===== config.mk =====
export PLATFORM = sky130hd
export DESIGN_NAME = cmi_interlock
export DESIGN_NICKNAME = d
export VERILOG_FILES = /design/src/common/cmi_pkg.sv /design/src/rtl/cmi_sync2.sv /design/src/rtl/cmi_interlock.sv
export SDC_FILE = /design/constraint.sdc
export NUM_CORES = 1
export LEC_CHECK = 0
export BUFFER_PORTS_ARGS = -buffer_cell sky130_fd_sc_hd__buf_2
export CORE_UTILIZATION = 26
export DETAILED_ROUTE_END_ITERATION = 10
export PLACE_DENSITY = 0.52
export SLEW_MARGIN = 15
export SYNTH_ARGS = -nofsm -noshare
export SYNTH_HDL_FRONTEND = slang
export SYNTH_SLANG_ARGS = --single-unit

===== constraint.sdc =====
create_clock -name i_sys_clk -period 5.65 [get_ports i_sys_clk]
set_input_delay 0.565 -clock i_sys_clk [delete_from_list [all_inputs] [get_ports i_sys_clk]]
set_output_delay 0.565 -clock i_sys_clk [all_outputs]
set_load 0.01 [all_outputs]

===== src/common/cmi_pkg.sv =====
// package of constants and carrier types for the crane motion interlock
package cmi_pkg;

  // overload qualification time, in milliseconds
  localparam int unsigned OVL_DELAY_MS  = 1000;
  // system clock rate in hertz
  localparam int unsigned SYS_CLK_HZ    = 25_000_000;
  // overload delay in clock cycles, derived from time and rate
  localparam int unsigned OVL_DELAY_CYC = (SYS_CLK_HZ / 1000) * OVL_DELAY_MS;
  // counter width for the overload delay
  localparam int unsigned OVL_CNT_W     = 25;

  // reset value of every drive output
  localparam logic        DRIVE_OFF     = 1'h0;
  // healthy level of a closed safety switch
  localparam logic        SWITCH_CLOSED = 1'h1;

  // pendant direction commands, one bit per direction
  typedef struct packed {
    logic winch_up;
    logic winch_down;
    logic boom_up;
    logic boom_down;
    logic extend_out;
    logic extend_in;
    logic rotate_cw;
    logic rotate_ccw;
  } cmi_cmd_t;

  // safety switch levels, high means closed
  typedef struct packed {
    logic overload_closed;
    logic two_block_guard_switch;
    logic thermal_closed;
    logic up_limit_clear;
  } cmi_sw_t;

  // overload qualifier states, gray coded
  typedef enum logic [1:0] {
    OVL_HEALTHY = 2'h0,
    OVL_TIMING  = 2'h1,
    OVL_TRIPPED = 2'h3
  } cmi_ovl_state_t;

endpackage : cmi_pkg


===== src/rtl/cmi_sync2.sv =====
// two-flop synchroniser for one asynchronous switch level
`timescale 1ns/1ps
module cmi_sync2
  import cmi_pkg::*;
#(
  parameter logic RESET_VAL = 1'h0  // level shown while in reset
)
(
  input  wire logic i_sys_clk,
  input  wire logic i_reset,
  input  wire logic i_clk_en,
  input  wire logic i_async,
  output logic      o_sync
);

  logic meta;  // first stage, read only by the second

  // two stages, frozen while clock enable is low
  always_ff @(posedge i_sys_clk or posedge i_reset)
  begin
    if (i_reset)
    begin
      meta   <= RESET_VAL;
      o_sync <= RESET_VAL;
    end
    else if (i_clk_en)
    begin
      meta   <= i_async;
      o_sync <= meta;
    end
  end

endmodule // cmi_sync2


===== src/rtl/cmi_interlock.sv =====
// crane motion interlock: pendant commands gated by safety switches
`timescale 1ns/1ps
module cmi_interlock
  import cmi_pkg::*;
#(
  parameter int unsigned DELAY_CYC = OVL_DELAY_CYC  // overload qualification cycles
)
(
  input  wire logic i_sys_clk,
  input  wire logic i_reset,
  input  wire logic i_clk_en,
  input  wire cmi_cmd_t i_cmd,
  input  wire cmi_sw_t  i_sw,
  input  wire logic i_winch_on_boom,
  output cmi_cmd_t  o_valve,
  output logic      o_pump,
  output logic      o_overload_trip,
  output logic      o_two_block_trip
);

  // elaboration check: counter must hold the delay
  if (DELAY_CYC < 1 || DELAY_CYC >= (1 << OVL_CNT_W))
  begin : g_bad_delay
    $error("DELAY_CYC out of range for counter width");
  end

  // derived sizes and counter limits, fixed at elaboration
  localparam int unsigned NCMD = $bits(cmi_cmd_t);
  localparam int unsigned NSW  = $bits(cmi_sw_t);
  localparam logic [OVL_CNT_W-1:0] DELAY_LAST = OVL_CNT_W'(DELAY_CYC - 1);
  localparam logic [OVL_CNT_W-1:0] CNT_ZERO   = '0;
  localparam logic [OVL_CNT_W-1:0] CNT_ONE    = OVL_CNT_W'(1);

  // internal state and decoded views
  logic [NCMD-1:0]   cmd_sync;    // synchronised pendant levels
  logic [NSW-1:0]    sw_sync;     // synchronised switch levels
  logic              mount_sync;  // synchronised mounting strap
  cmi_cmd_t          cmd_s;       // pendant view as struct
  cmi_sw_t           sw_s;        // switch view as struct
  cmi_ovl_state_t    ovl_state;   // overload qualifier state
  cmi_ovl_state_t    next_ovl_state;
  logic [OVL_CNT_W-1:0] ovl_cnt;  // cycles the overload switch has stayed open, held once tripped
  logic [OVL_CNT_W-1:0] next_ovl_cnt;
  cmi_cmd_t          next_valve;  // gated drive set

  // every pin passes two flops; reset view is all off / switches open
  for (genvar gi = 0; gi < NCMD; gi++)
  begin : g_cmd_sync
    cmi_sync2 #(.RESET_VAL(DRIVE_OFF)) u_sync (
      .i_sys_clk (i_sys_clk),
      .i_reset   (i_reset),
      .i_clk_en  (i_clk_en),
      .i_async   (i_cmd[gi]),
      .o_sync    (cmd_sync[gi])
    );
  end
  // switches reset to open so nothing damaging runs before they settle
  for (genvar gj = 0; gj < NSW; gj++)
  begin : g_sw_sync
    cmi_sync2 #(.RESET_VAL(~SWITCH_CLOSED)) u_sync (
      .i_sys_clk (i_sys_clk),
      .i_reset   (i_reset),
      .i_clk_en  (i_clk_en),
      .i_async   (i_sw[gj]),
      .o_sync    (sw_sync[gj])
    );
  end
  // mounting strap may be a switch too, so it is synchronised as well
  cmi_sync2 #(.RESET_VAL(DRIVE_OFF)) u_mount_sync (
    .i_sys_clk (i_sys_clk),
    .i_reset   (i_reset),
    .i_clk_en  (i_clk_en),
    .i_async   (i_winch_on_boom),
    .o_sync    (mount_sync)
  );

  // reinterpret the synchronised bit vectors as named fields
  assign cmd_s = cmi_cmd_t'(cmd_sync);
  assign sw_s  = cmi_sw_t'(sw_sync);

  // trip decode: an open switch is a trip
  wire ovl_open   = (sw_s.overload_closed != SWITCH_CLOSED);
  wire tb_open    = (sw_s.two_block_guard_switch != SWITCH_CLOSED);
  wire therm_open = (sw_s.thermal_closed != SWITCH_CLOSED);
  wire limit_hit  = (sw_s.up_limit_clear != SWITCH_CLOSED);
  // overload blocks boom down only once qualified
  wire ovl_qual   = ovl_open && (ovl_state == OVL_TRIPPED);
  // two-block spares boom down when the winch rides the boom
  wire tb_bd      = tb_open && !mount_sync;
  wire damage_blk = ovl_open || tb_open;

  // opposing pairs: both pressed means neither runs
  wire wu_req = cmd_s.winch_up   && !cmd_s.winch_down;
  wire wd_req = cmd_s.winch_down && !cmd_s.winch_up;
  wire bu_req = cmd_s.boom_up    && !cmd_s.boom_down;
  wire bd_req = cmd_s.boom_down  && !cmd_s.boom_up;
  wire eo_req = cmd_s.extend_out && !cmd_s.extend_in;
  wire ei_req = cmd_s.extend_in  && !cmd_s.extend_out;
  wire cw_req = cmd_s.rotate_cw  && !cmd_s.rotate_ccw;
  wire cc_req = cmd_s.rotate_ccw && !cmd_s.rotate_cw;

  // gated outputs; each function independent so several may run
  always_comb
  begin
    next_valve            = '0;
    // hoist up coil: stopped by trips and by a hot motor
    next_valve.winch_up   = wu_req && !damage_blk && !therm_open;
    // hoist down coil: never gated, even when hot
    next_valve.winch_down = wd_req;
    // boom up: only the up limit stops it, trips never do
    next_valve.boom_up    = bu_req && !limit_hit;
    next_valve.boom_down  = bd_req && !ovl_qual && !tb_bd;
    next_valve.extend_out = eo_req && !damage_blk;
    next_valve.extend_in  = ei_req;
    next_valve.rotate_cw  = cw_req;
    next_valve.rotate_ccw = cc_req;
  end

  // any hydraulic valve (not the hoist coils) runs the pump
  wire next_pump = next_valve.boom_up   || next_valve.boom_down ||
                   next_valve.extend_out || next_valve.extend_in ||
                   next_valve.rotate_cw  || next_valve.rotate_ccw;

  // overload qualifier: count continuous open time
  always_comb
  begin
    next_ovl_state = ovl_state;
    next_ovl_cnt   = ovl_cnt;
    case (ovl_state)
      OVL_HEALTHY:
      begin
        next_ovl_cnt = CNT_ZERO;
        if (ovl_open)
        begin
          // spike may clear before the delay ends
          next_ovl_state = (DELAY_LAST == CNT_ZERO) ? OVL_TRIPPED : OVL_TIMING;
          next_ovl_cnt   = CNT_ONE;
        end
      end
      // counting continuous open time; any close restarts
      OVL_TIMING:
      begin
        if (!ovl_open)
        begin
          next_ovl_state = OVL_HEALTHY;
          next_ovl_cnt   = CNT_ZERO;
        end
        else if (ovl_cnt >= DELAY_LAST)
          next_ovl_state = OVL_TRIPPED;
        else
          next_ovl_cnt = ovl_cnt + CNT_ONE;
      end
      // qualified: held until the switch closes again
      OVL_TRIPPED:
      begin
        if (!ovl_open)
        begin
          next_ovl_state = OVL_HEALTHY;
          next_ovl_cnt   = CNT_ZERO;
        end
      end
      // unused code: fall back to healthy
      default:
      begin
        next_ovl_state = OVL_HEALTHY;
        next_ovl_cnt   = CNT_ZERO;
      end
    endcase
  end

  // qualifier registers
  always_ff @(posedge i_sys_clk or posedge i_reset)
  begin
    if (i_reset)
    begin
      ovl_state <= OVL_HEALTHY;
      ovl_cnt   <= CNT_ZERO;
    end
    else if (i_clk_en)
    begin
      ovl_state <= next_ovl_state;
      ovl_cnt   <= next_ovl_cnt;
    end
  end

  // output registers, all off in reset
  always_ff @(posedge i_sys_clk or posedge i_reset)
  begin
    if (i_reset)
    begin
      o_valve          <= '0;
      o_pump           <= DRIVE_OFF;
      o_overload_trip  <= DRIVE_OFF;
      o_two_block_trip <= DRIVE_OFF;
    end
    else if (i_clk_en)
    begin
      o_valve          <= next_valve;
      o_pump           <= next_pump;
      o_overload_trip  <= ovl_open;
      o_two_block_trip <= tb_open;
    end
  end

endmodule // cmi_interlock


==> results of run 1 <==
==> flip-flops by register name, summed over array words and instances, names as in the netlist <==
| register | cells |
|---|---|
| ovl_cnt | 25 |
| g_cmd_sync.u_sync.meta | 8 |
| g_cmd_sync.u_sync.o_sync | 8 |
| o_valve | 8 |
| g_sw_sync.u_sync.meta | 4 |
| g_sw_sync.u_sync.o_sync | 4 |
| ovl_state | 2 |
| o_overload_trip | 1 |
| o_pump | 1 |
| o_two_block_trip | 1 |
| u_mount_sync.meta | 1 |
| u_mount_sync.o_sync | 1 |
==> stage by stage <==
step	cell area [um2]	setup WS (ps)	hold slack (ps)
3_3_place_gp	3350	2690	469
4_1_cts	3630	2970	443
3_5_place_dp	3350	2640	475
6_report	3630	2990	458
2_1_floorplan	3070	3440	449
5_1_grt	3630	2760	444
==> how the worst max path moves through the flow <==
stage	start	endpoint	slack, ps	cells after the start
after floorplan	ovl_cnt[9]$_DFFE_PP0P_	ovl_cnt[3]$_DFFE_PP0P_	3440	6
after global placement	i_clk_en	ovl_cnt[4]$_DFFE_PP0P_	2690	7
after detailed placement	i_clk_en	ovl_cnt[19]$_DFFE_PP0P_	2640	7
after CTS	i_clk_en	ovl_cnt[19]$_DFFE_PP0P_	2970	7
after global routing	i_clk_en	ovl_cnt[3]$_DFFE_PP0P_	2760	7
final	i_clk_en	ovl_cnt[19]$_DFFE_PP0P_	2990	7
==> cells by family (layout without fill, tap and decap cells) <==
kind of cell               count (synthesis)  count (layout)  share of synthesized area, %
muxes                                     27              27                          9.88
adders and majority gates                  1               1                         0.408
AOI/OAI and AO/OA                         71              71                          16.0
DFF                                       64              64                          52.2
buffers and inverters                     25              56                          3.22
and+or+nand+nor                           91              91                          17.6
xor gates and xnor gates                   2               2                         0.572
==> power by group through the flow <==
stage	sequential (mW)	combinational [mW]	clock (mW)
after floorplan	0.533	0.0780	0
after global placement	0.535	0.118	0
after global routing	0.533	0.133	0.562
final	0.527	0.117	0.524
after CTS	0.527	0.120	0.545
after detailed placement	0.535	0.120	0
==> Yosys cell counts (2+ instances only) <==
cell type,number
dfrtp_1,64
mux2_2,26
a21oi_1,23
o31ai_1,18
or4_1,17
nand2_1,12
nand3_1,12
nor2_1,12
inv_1,10
nand4_1,10
clkbuf_1,9
o21ai_0,7
nor4_1,5
a21o_1,4
and4_1,4
a31oi_1,3
buf_2,3
nand2b_1,3
nand3b_1,3
nor2b_1,3
a31o_2,2
a41o_1,2
and2_1,2
and3_1,2
buf_1,2
nand4b_1,2
nor3_1,2
o211ai_1,2
o21a_1,2
o31a_1,2
==> area by class of cell <==
| cell class | instances | area (um2) | share of cell area (%) |
|---|---|---|---|
| sequential | 64 | 1600 | 44.1 |
| timing repair buffer | 30 | 160 | 4.41 |
| clock inverter | 7 | 60.1 | 1.65 |
| tap | 143 | 179 | 4.92 |
| multi-input combinational | 192 | 1370 | 37.7 |
| clock buffer | 9 | 225 | 6.20 |
| inverter | 10 | 37.5 | 1.03 |
==> worst max-delay path: cells and delay by family <==
family	cells	cell delay [ps]
buffers and inverters	3	730
and+or+nand+nor	1	640
AOI/OAI and AO/OA	3	930
==> metal layers <==
metal	track usage, %	wire length [um]	up-vias
li1	-	-	1129
met1	14.9	3140	1156
met2	17.1	2790	41
met3	3.29	235	10
met4	4.98	119	0
met5	0	0	-
==> impl_metrics.json, run 1 <==
{
  "outcome": "finished, final reports clean",
  "fp.coreArea_um2": 11500,
  "cts-root-buf": "clkbuf_16",
  "worst-setup-path-type": "primary input to register",
  "switching_share_pct": 26.8,
  "track_usage_pct": 11.3,
  "ir_drop_mv": 0.170,
  "synth_area_per_cell_um2": 10.9,
  "hold_depth": 2,
  "cts_resized": 0,
  "critPathMostFrequentCell": "a21o_1",
  "synth.cell_area_um2": 3070,
  "routedWlPerCell_um": 13.8,
  "hold_violations": 0,
  "drt_iter0_drc": 67,
  "fmax_mhz": 376,
  "period_share_pct": 47.0,
  "nets": 324,
  "io_pins": 27,
  "fillers": 1173,
  "layout-drive-gt1-share_pct": 25.0,
  "hp-class": "primary input to register",
  "dp_hpwl_um": 4130,
  "ant_nets": 0,
  "clk_latency_ps": 330,
  "crit_arrival_ps": 2910,
  "reg2reg_slack_ps": 3000,
  "routabilityCongestion": 0.727,
  "synth-edff-count": 0,
  "min_to": "g_cmd_sync[2].u_sync.meta$_DFFE_PP0P_",
  "combPwrFrac_pct": 10.0,
  "wl_um": 6290,
  "synth_seq_cells": 64,
  "worstPathCellList": "buf_2, buf_4, inv_1, a21o_1, a21o_1, or4_1, a21oi_1",
  "dr_total_vias": 2336,
  "numCtsBuffers": 9,
  "r2r-end": "ovl_cnt[14]$_DFFE_PP0P_",
  "slew_headroom_pct": 30.7,
  "antenna_cells": 0,
  "postLayoutCoreUtil_pct": 31.7,
  "rr_worst_depth": 7,
  "cpPeakStageDelay_ps": 640,
  "drv_cap": 0,
  "netlist_instances": 281,
  "crit_path_end_kind": "register",
  "synth_top_area_share_pct": 52.2,
  "startpoint_type": "primary input",
  "grt_max_degree": 65,
  "portBuffers": 26,
  "yosysWarningCount": 0,
  "area_delta_synth_final_pct": 18.6,
  "pwr-share-clk_pct": 44.9,
  "finClkSkew_ps": 5.36,
  "syn-num-nets": 298,
  "r2r_start": "ovl_cnt[0]$_DFFE_PP0P_",
  "rows": 39,
  "grt_pass1_wl_um": 11200,
  "synthTopCellsByArea": "dfrtp_1 (52%), mux2_2 (9.6%), o31ai_1 (4.4%)",
  "leakage_nw": 1.50,
  "cts_buffer_depth": 2,
  "cts_max_level": 3,
  "start_util_pct": 26.7,
  "report.final.slew_viol_count": 0,
  "layout.cells.non_filler": 455,
  "ys.flop_type": "dfrtp_1",
  "grt_pass1_vias": 2296,
  "rsz0062_at_grt": "no",
  "post-cts-setup-buffers": 0,
  "die_area_um2": 12200,
  "powerDensity_nw_per_um2": 321,
  "intPower_mw": 0.855,
  "dpl.cell_count": 439,
  "finalSetupTns_ps": 0,
  "cts_tree": "built",
  "synth.distinct_cells": 43,
  "seqPwrFrac_pct": 45.1,
  "antenna_found_initial": 0,
  "vias_per_cell": 5.13,
  "async_flop_share_pct": 100,
  "crit_fanout": 48,
  "min_from": "i_cmd[2]",
  "chipHeight_um": 111,
  "yosysTopAreaCell": "dfrtp_1",
  "ctsHoldBuffers": 0,
  "drc": 0,
  "total_power_mw": 1.17,
  "period_needed_ps": 2660,
  "clk_pin_slew_ps": 60,
  "firstDrtPassIters": 4,
  "setup_viol": 0,
  "p_switching_mw": 0.313,
  "ys_seq_area_share_pct": 52.2,
  "die_w_um": 111,
  "cts.sinks": 64,
  "tightestPinTransition_ps": 1040,
  "gr-total-overflow": 0,
  "slowest_stage": "or4_1",
  "layout_commonest_cell": "dfrtp_1",
  "cp.required_ps": 5900,
  "most-common-layout-cells": "dfrtp_1 (64), mux2_2 (26), buf_2 (26)"
}
No activity file was read; power rests on OpenSTA's default activity.
==> inputs of run 2 (changes only) <==
- PLACE_DENSITY: 0.52 -> 0.54
- clock period: 5.65 -> 2.2 ns (I/O delays scaled with it)
==> impl_metrics.json, run 2 (synthesized netlist as in run 1, its figures left out) <==
{
  "outcome": "finished, final reports clean",
  "period_share_pct": 97.7,
  "total_power_mw": 3.33,
  "pwr-share-clk_pct": 49.2,
  "p_switching_mw": 0.778,
  "finClkSkew_ps": 7.47,
  "grt_pass1_vias": 2354,
  "rr_worst_depth": 6,
  "layout_commonest_cell": "dfrtp_1",
  "cts_max_level": 3,
  "fmax_mhz": 465,
  "grt_max_degree": 48,
  "clk_pin_slew_ps": 60,
  "portBuffers": 26,
  "die_w_um": 111,
  "routabilityCongestion": 0.738,
  "io_pins": 27,
  "crit_path_end_kind": "register",
  "crit_family": "simple AND/OR/NAND/NOR gates",
  "rsz0062_at_grt": "yes",
  "min_to": "g_sw_sync[0].u_sync.meta$_DFFE_PP0P_",
  "drv_cap": 0,
  "ir_drop_mv": 0.499,
  "worst-setup-path-type": "register to register",
  "powerDensity_nw_per_um2": 844,
  "worst-path-buf-inv": 1,
  "cts_tree": "built",
  "die_area_um2": 12200,
  "dp_slack_ps": -102,
  "combPwrFrac_pct": 10.5,
  "tightestPinTransition_ps": 598,
  "antenna_found_initial": 0,
  "chipHeight_um": 111,
  "drc": 0,
  "crit_fanout": 15,
  "fillers": 1129,
  "cts.sinks": 64,
  "dr_total_vias": 2430,
  "routedWlPerCell_um": 14.0,
  "grt_pass1_wl_um": 11400,
  "intPower_mw": 2.55,
  "dp_hpwl_um": 4460,
  "cts_buffer_depth": 2,
  "hold_violations": 0,
  "slew_headroom_pct": 59.1,
  "registers.top_by_ff_count": "ovl_cnt",
  "fin_ws_ps": 50.6,
  "leakage_nw": 1.69,
  "layout-drive-gt1-share_pct": 32.1,
  "gr-total-overflow": 0,
  "most-common-layout-cells": "dfrtp_1 (64), buf_2 (27), mux2_2 (26)",
  "seqPwrFrac_pct": 40.3,
  "vias_per_cell": 5.07,
  "hold_depth": 2,
  "cts-root-buf": "clkbuf_16",
  "hp-class": "primary input to register",
  "drt_iter0_drc": 132,
  "largest_reg_flops": 25,
  "wl_um": 6710,
  "numCtsBuffers": 9,
  "regArea_um2": 1600,
  "track_usage_pct": 11.5,
  "nets": 348,
  "multi_input_area_um2": 1410,
  "r2r-end": "ovl_cnt[3]$_DFFE_PP0P_",
  "firstDrtPassIters": 4,
  "antenna_cells": 0,
  "start_util_pct": 26.7,
  "rows": 39,
  "fp.coreArea_um2": 11500,
  "cp.required_ps": 2450,
  "min_from": "i_sw[0]",
  "ant_nets": 0,
  "setup_viol": 0,
  "period_needed_ps": 2150,
  "switching_share_pct": 23.4,
  "cpPeakStageDelay_ps": 550,
  "area_delta_synth_final_pct": 28.6,
  "crit_arrival_ps": 2400,
  "reg2reg_slack_ps": 50,
  "slowest_stage": "or4_4",
  "startpoint_type": "register",
  "clk_latency_ps": 330,
  "worstPathCellList": "or4_4, a2111oi_4, nor4_4, buf_6, or4_1, a21oi_1",
  "report.final.slew_viol_count": 0,
  "r2r_start": "ovl_cnt[9]$_DFFE_PP0P_"
}
run 2: changes by cell type in the layout (fill, tap and decap cells not counted), sizes merged:
cell / previous run / this run
inv: 15 / 10
buf: 30 / 53
clkinv: 1 / 3
bufinv: 0 / 3
dlygate4sd3: 0 / 1
run 2: what timing repair did:
item | in CTS | in global routing
pin swaps | 1 | 11
hold endpoints to repair | 22 | 0
hold buffers | 1 | 0
endpoints found under the setup margin | 16 | 16
setup buffers | 0 | 2
cloned | 0 | 1
gates resized for setup | 0 | 9
run 2: per-layer routing:
metal | part of all wire, % | vias to the layer above | global-route usage, % | routed length, um
met5 | 0 | - | 0 | 0
met4 | 1.2 | 0 | 5.87 | 80
met3 | 3.1 | 5 | 2.31 | 205
met2 | 48 | 36 | 18.3 | 3220
met1 | 48 | 1209 | 14.7 | 3200
li1 | - | 1180 | - | -
run 2: final cells by class:
| type | instances | share of cell area (%) |
|---|---|---|
| Multi-Input combinational cell | 192 | 35.7 |
| Clock inverter | 7 | 3.05 |
| Tap cell | 143 | 4.54 |
| Timing Repair Buffer | 54 | 9.46 |
| Clock buffer | 9 | 5.71 |
| Sequential cell | 64 | 40.6 |
| Inverter | 10 | 0.952 |
run 2: power by group through the flow:
stage	clock (mW)	sequential (mW)	combinational (mW)
finish	1.64	1.34	0.349
global route	1.73	1.36	0.395
CTS	1.67	1.34	0.356
detailed placement	0	1.36	0.353
global placement	0	1.36	0.349
floorplan	0	1.37	0.200
run 2: metrics by stage:
| step | util, % | hold WS, ps | area [um2] | TNS (ps) | cells |
|---|---|---|---|---|---|
| CTS | 33.9 | 115 | 3890 | -11.5 | 476 |
| global route | 34.4 | 122 | 3940 | -72.0 | 479 |
| finish | 34.4 | 121 | 3940 | 0 | 479 |
| global placement | 30.8 | 298 | 3530 | -701 | 459 |
| detailed placement | 30.8 | 301 | 3530 | -1170 | 459 |
| floorplan | - | 372 | 3070 | 0 | 281 |
run 2: worst max-delay path by stage:
stage                     depth (start not counted)                    from                      end
after global routing                              6  ovl_cnt[9]$_DFFE_PP0P_   ovl_cnt[3]$_DFFE_PP0P_
after floorplan                                   6  ovl_cnt[9]$_DFFE_PP0P_   ovl_cnt[3]$_DFFE_PP0P_
after CTS                                         7  ovl_cnt[0]$_DFFE_PP0P_  ovl_cnt[19]$_DFFE_PP0P_
after detailed placement                          6  ovl_cnt[9]$_DFFE_PP0P_  ovl_cnt[19]$_DFFE_PP0P_
final                                             6  ovl_cnt[9]$_DFFE_PP0P_   ovl_cnt[3]$_DFFE_PP0P_
after global placement                            6  ovl_cnt[9]$_DFFE_PP0P_  ovl_cnt[21]$_DFFE_PP0P_
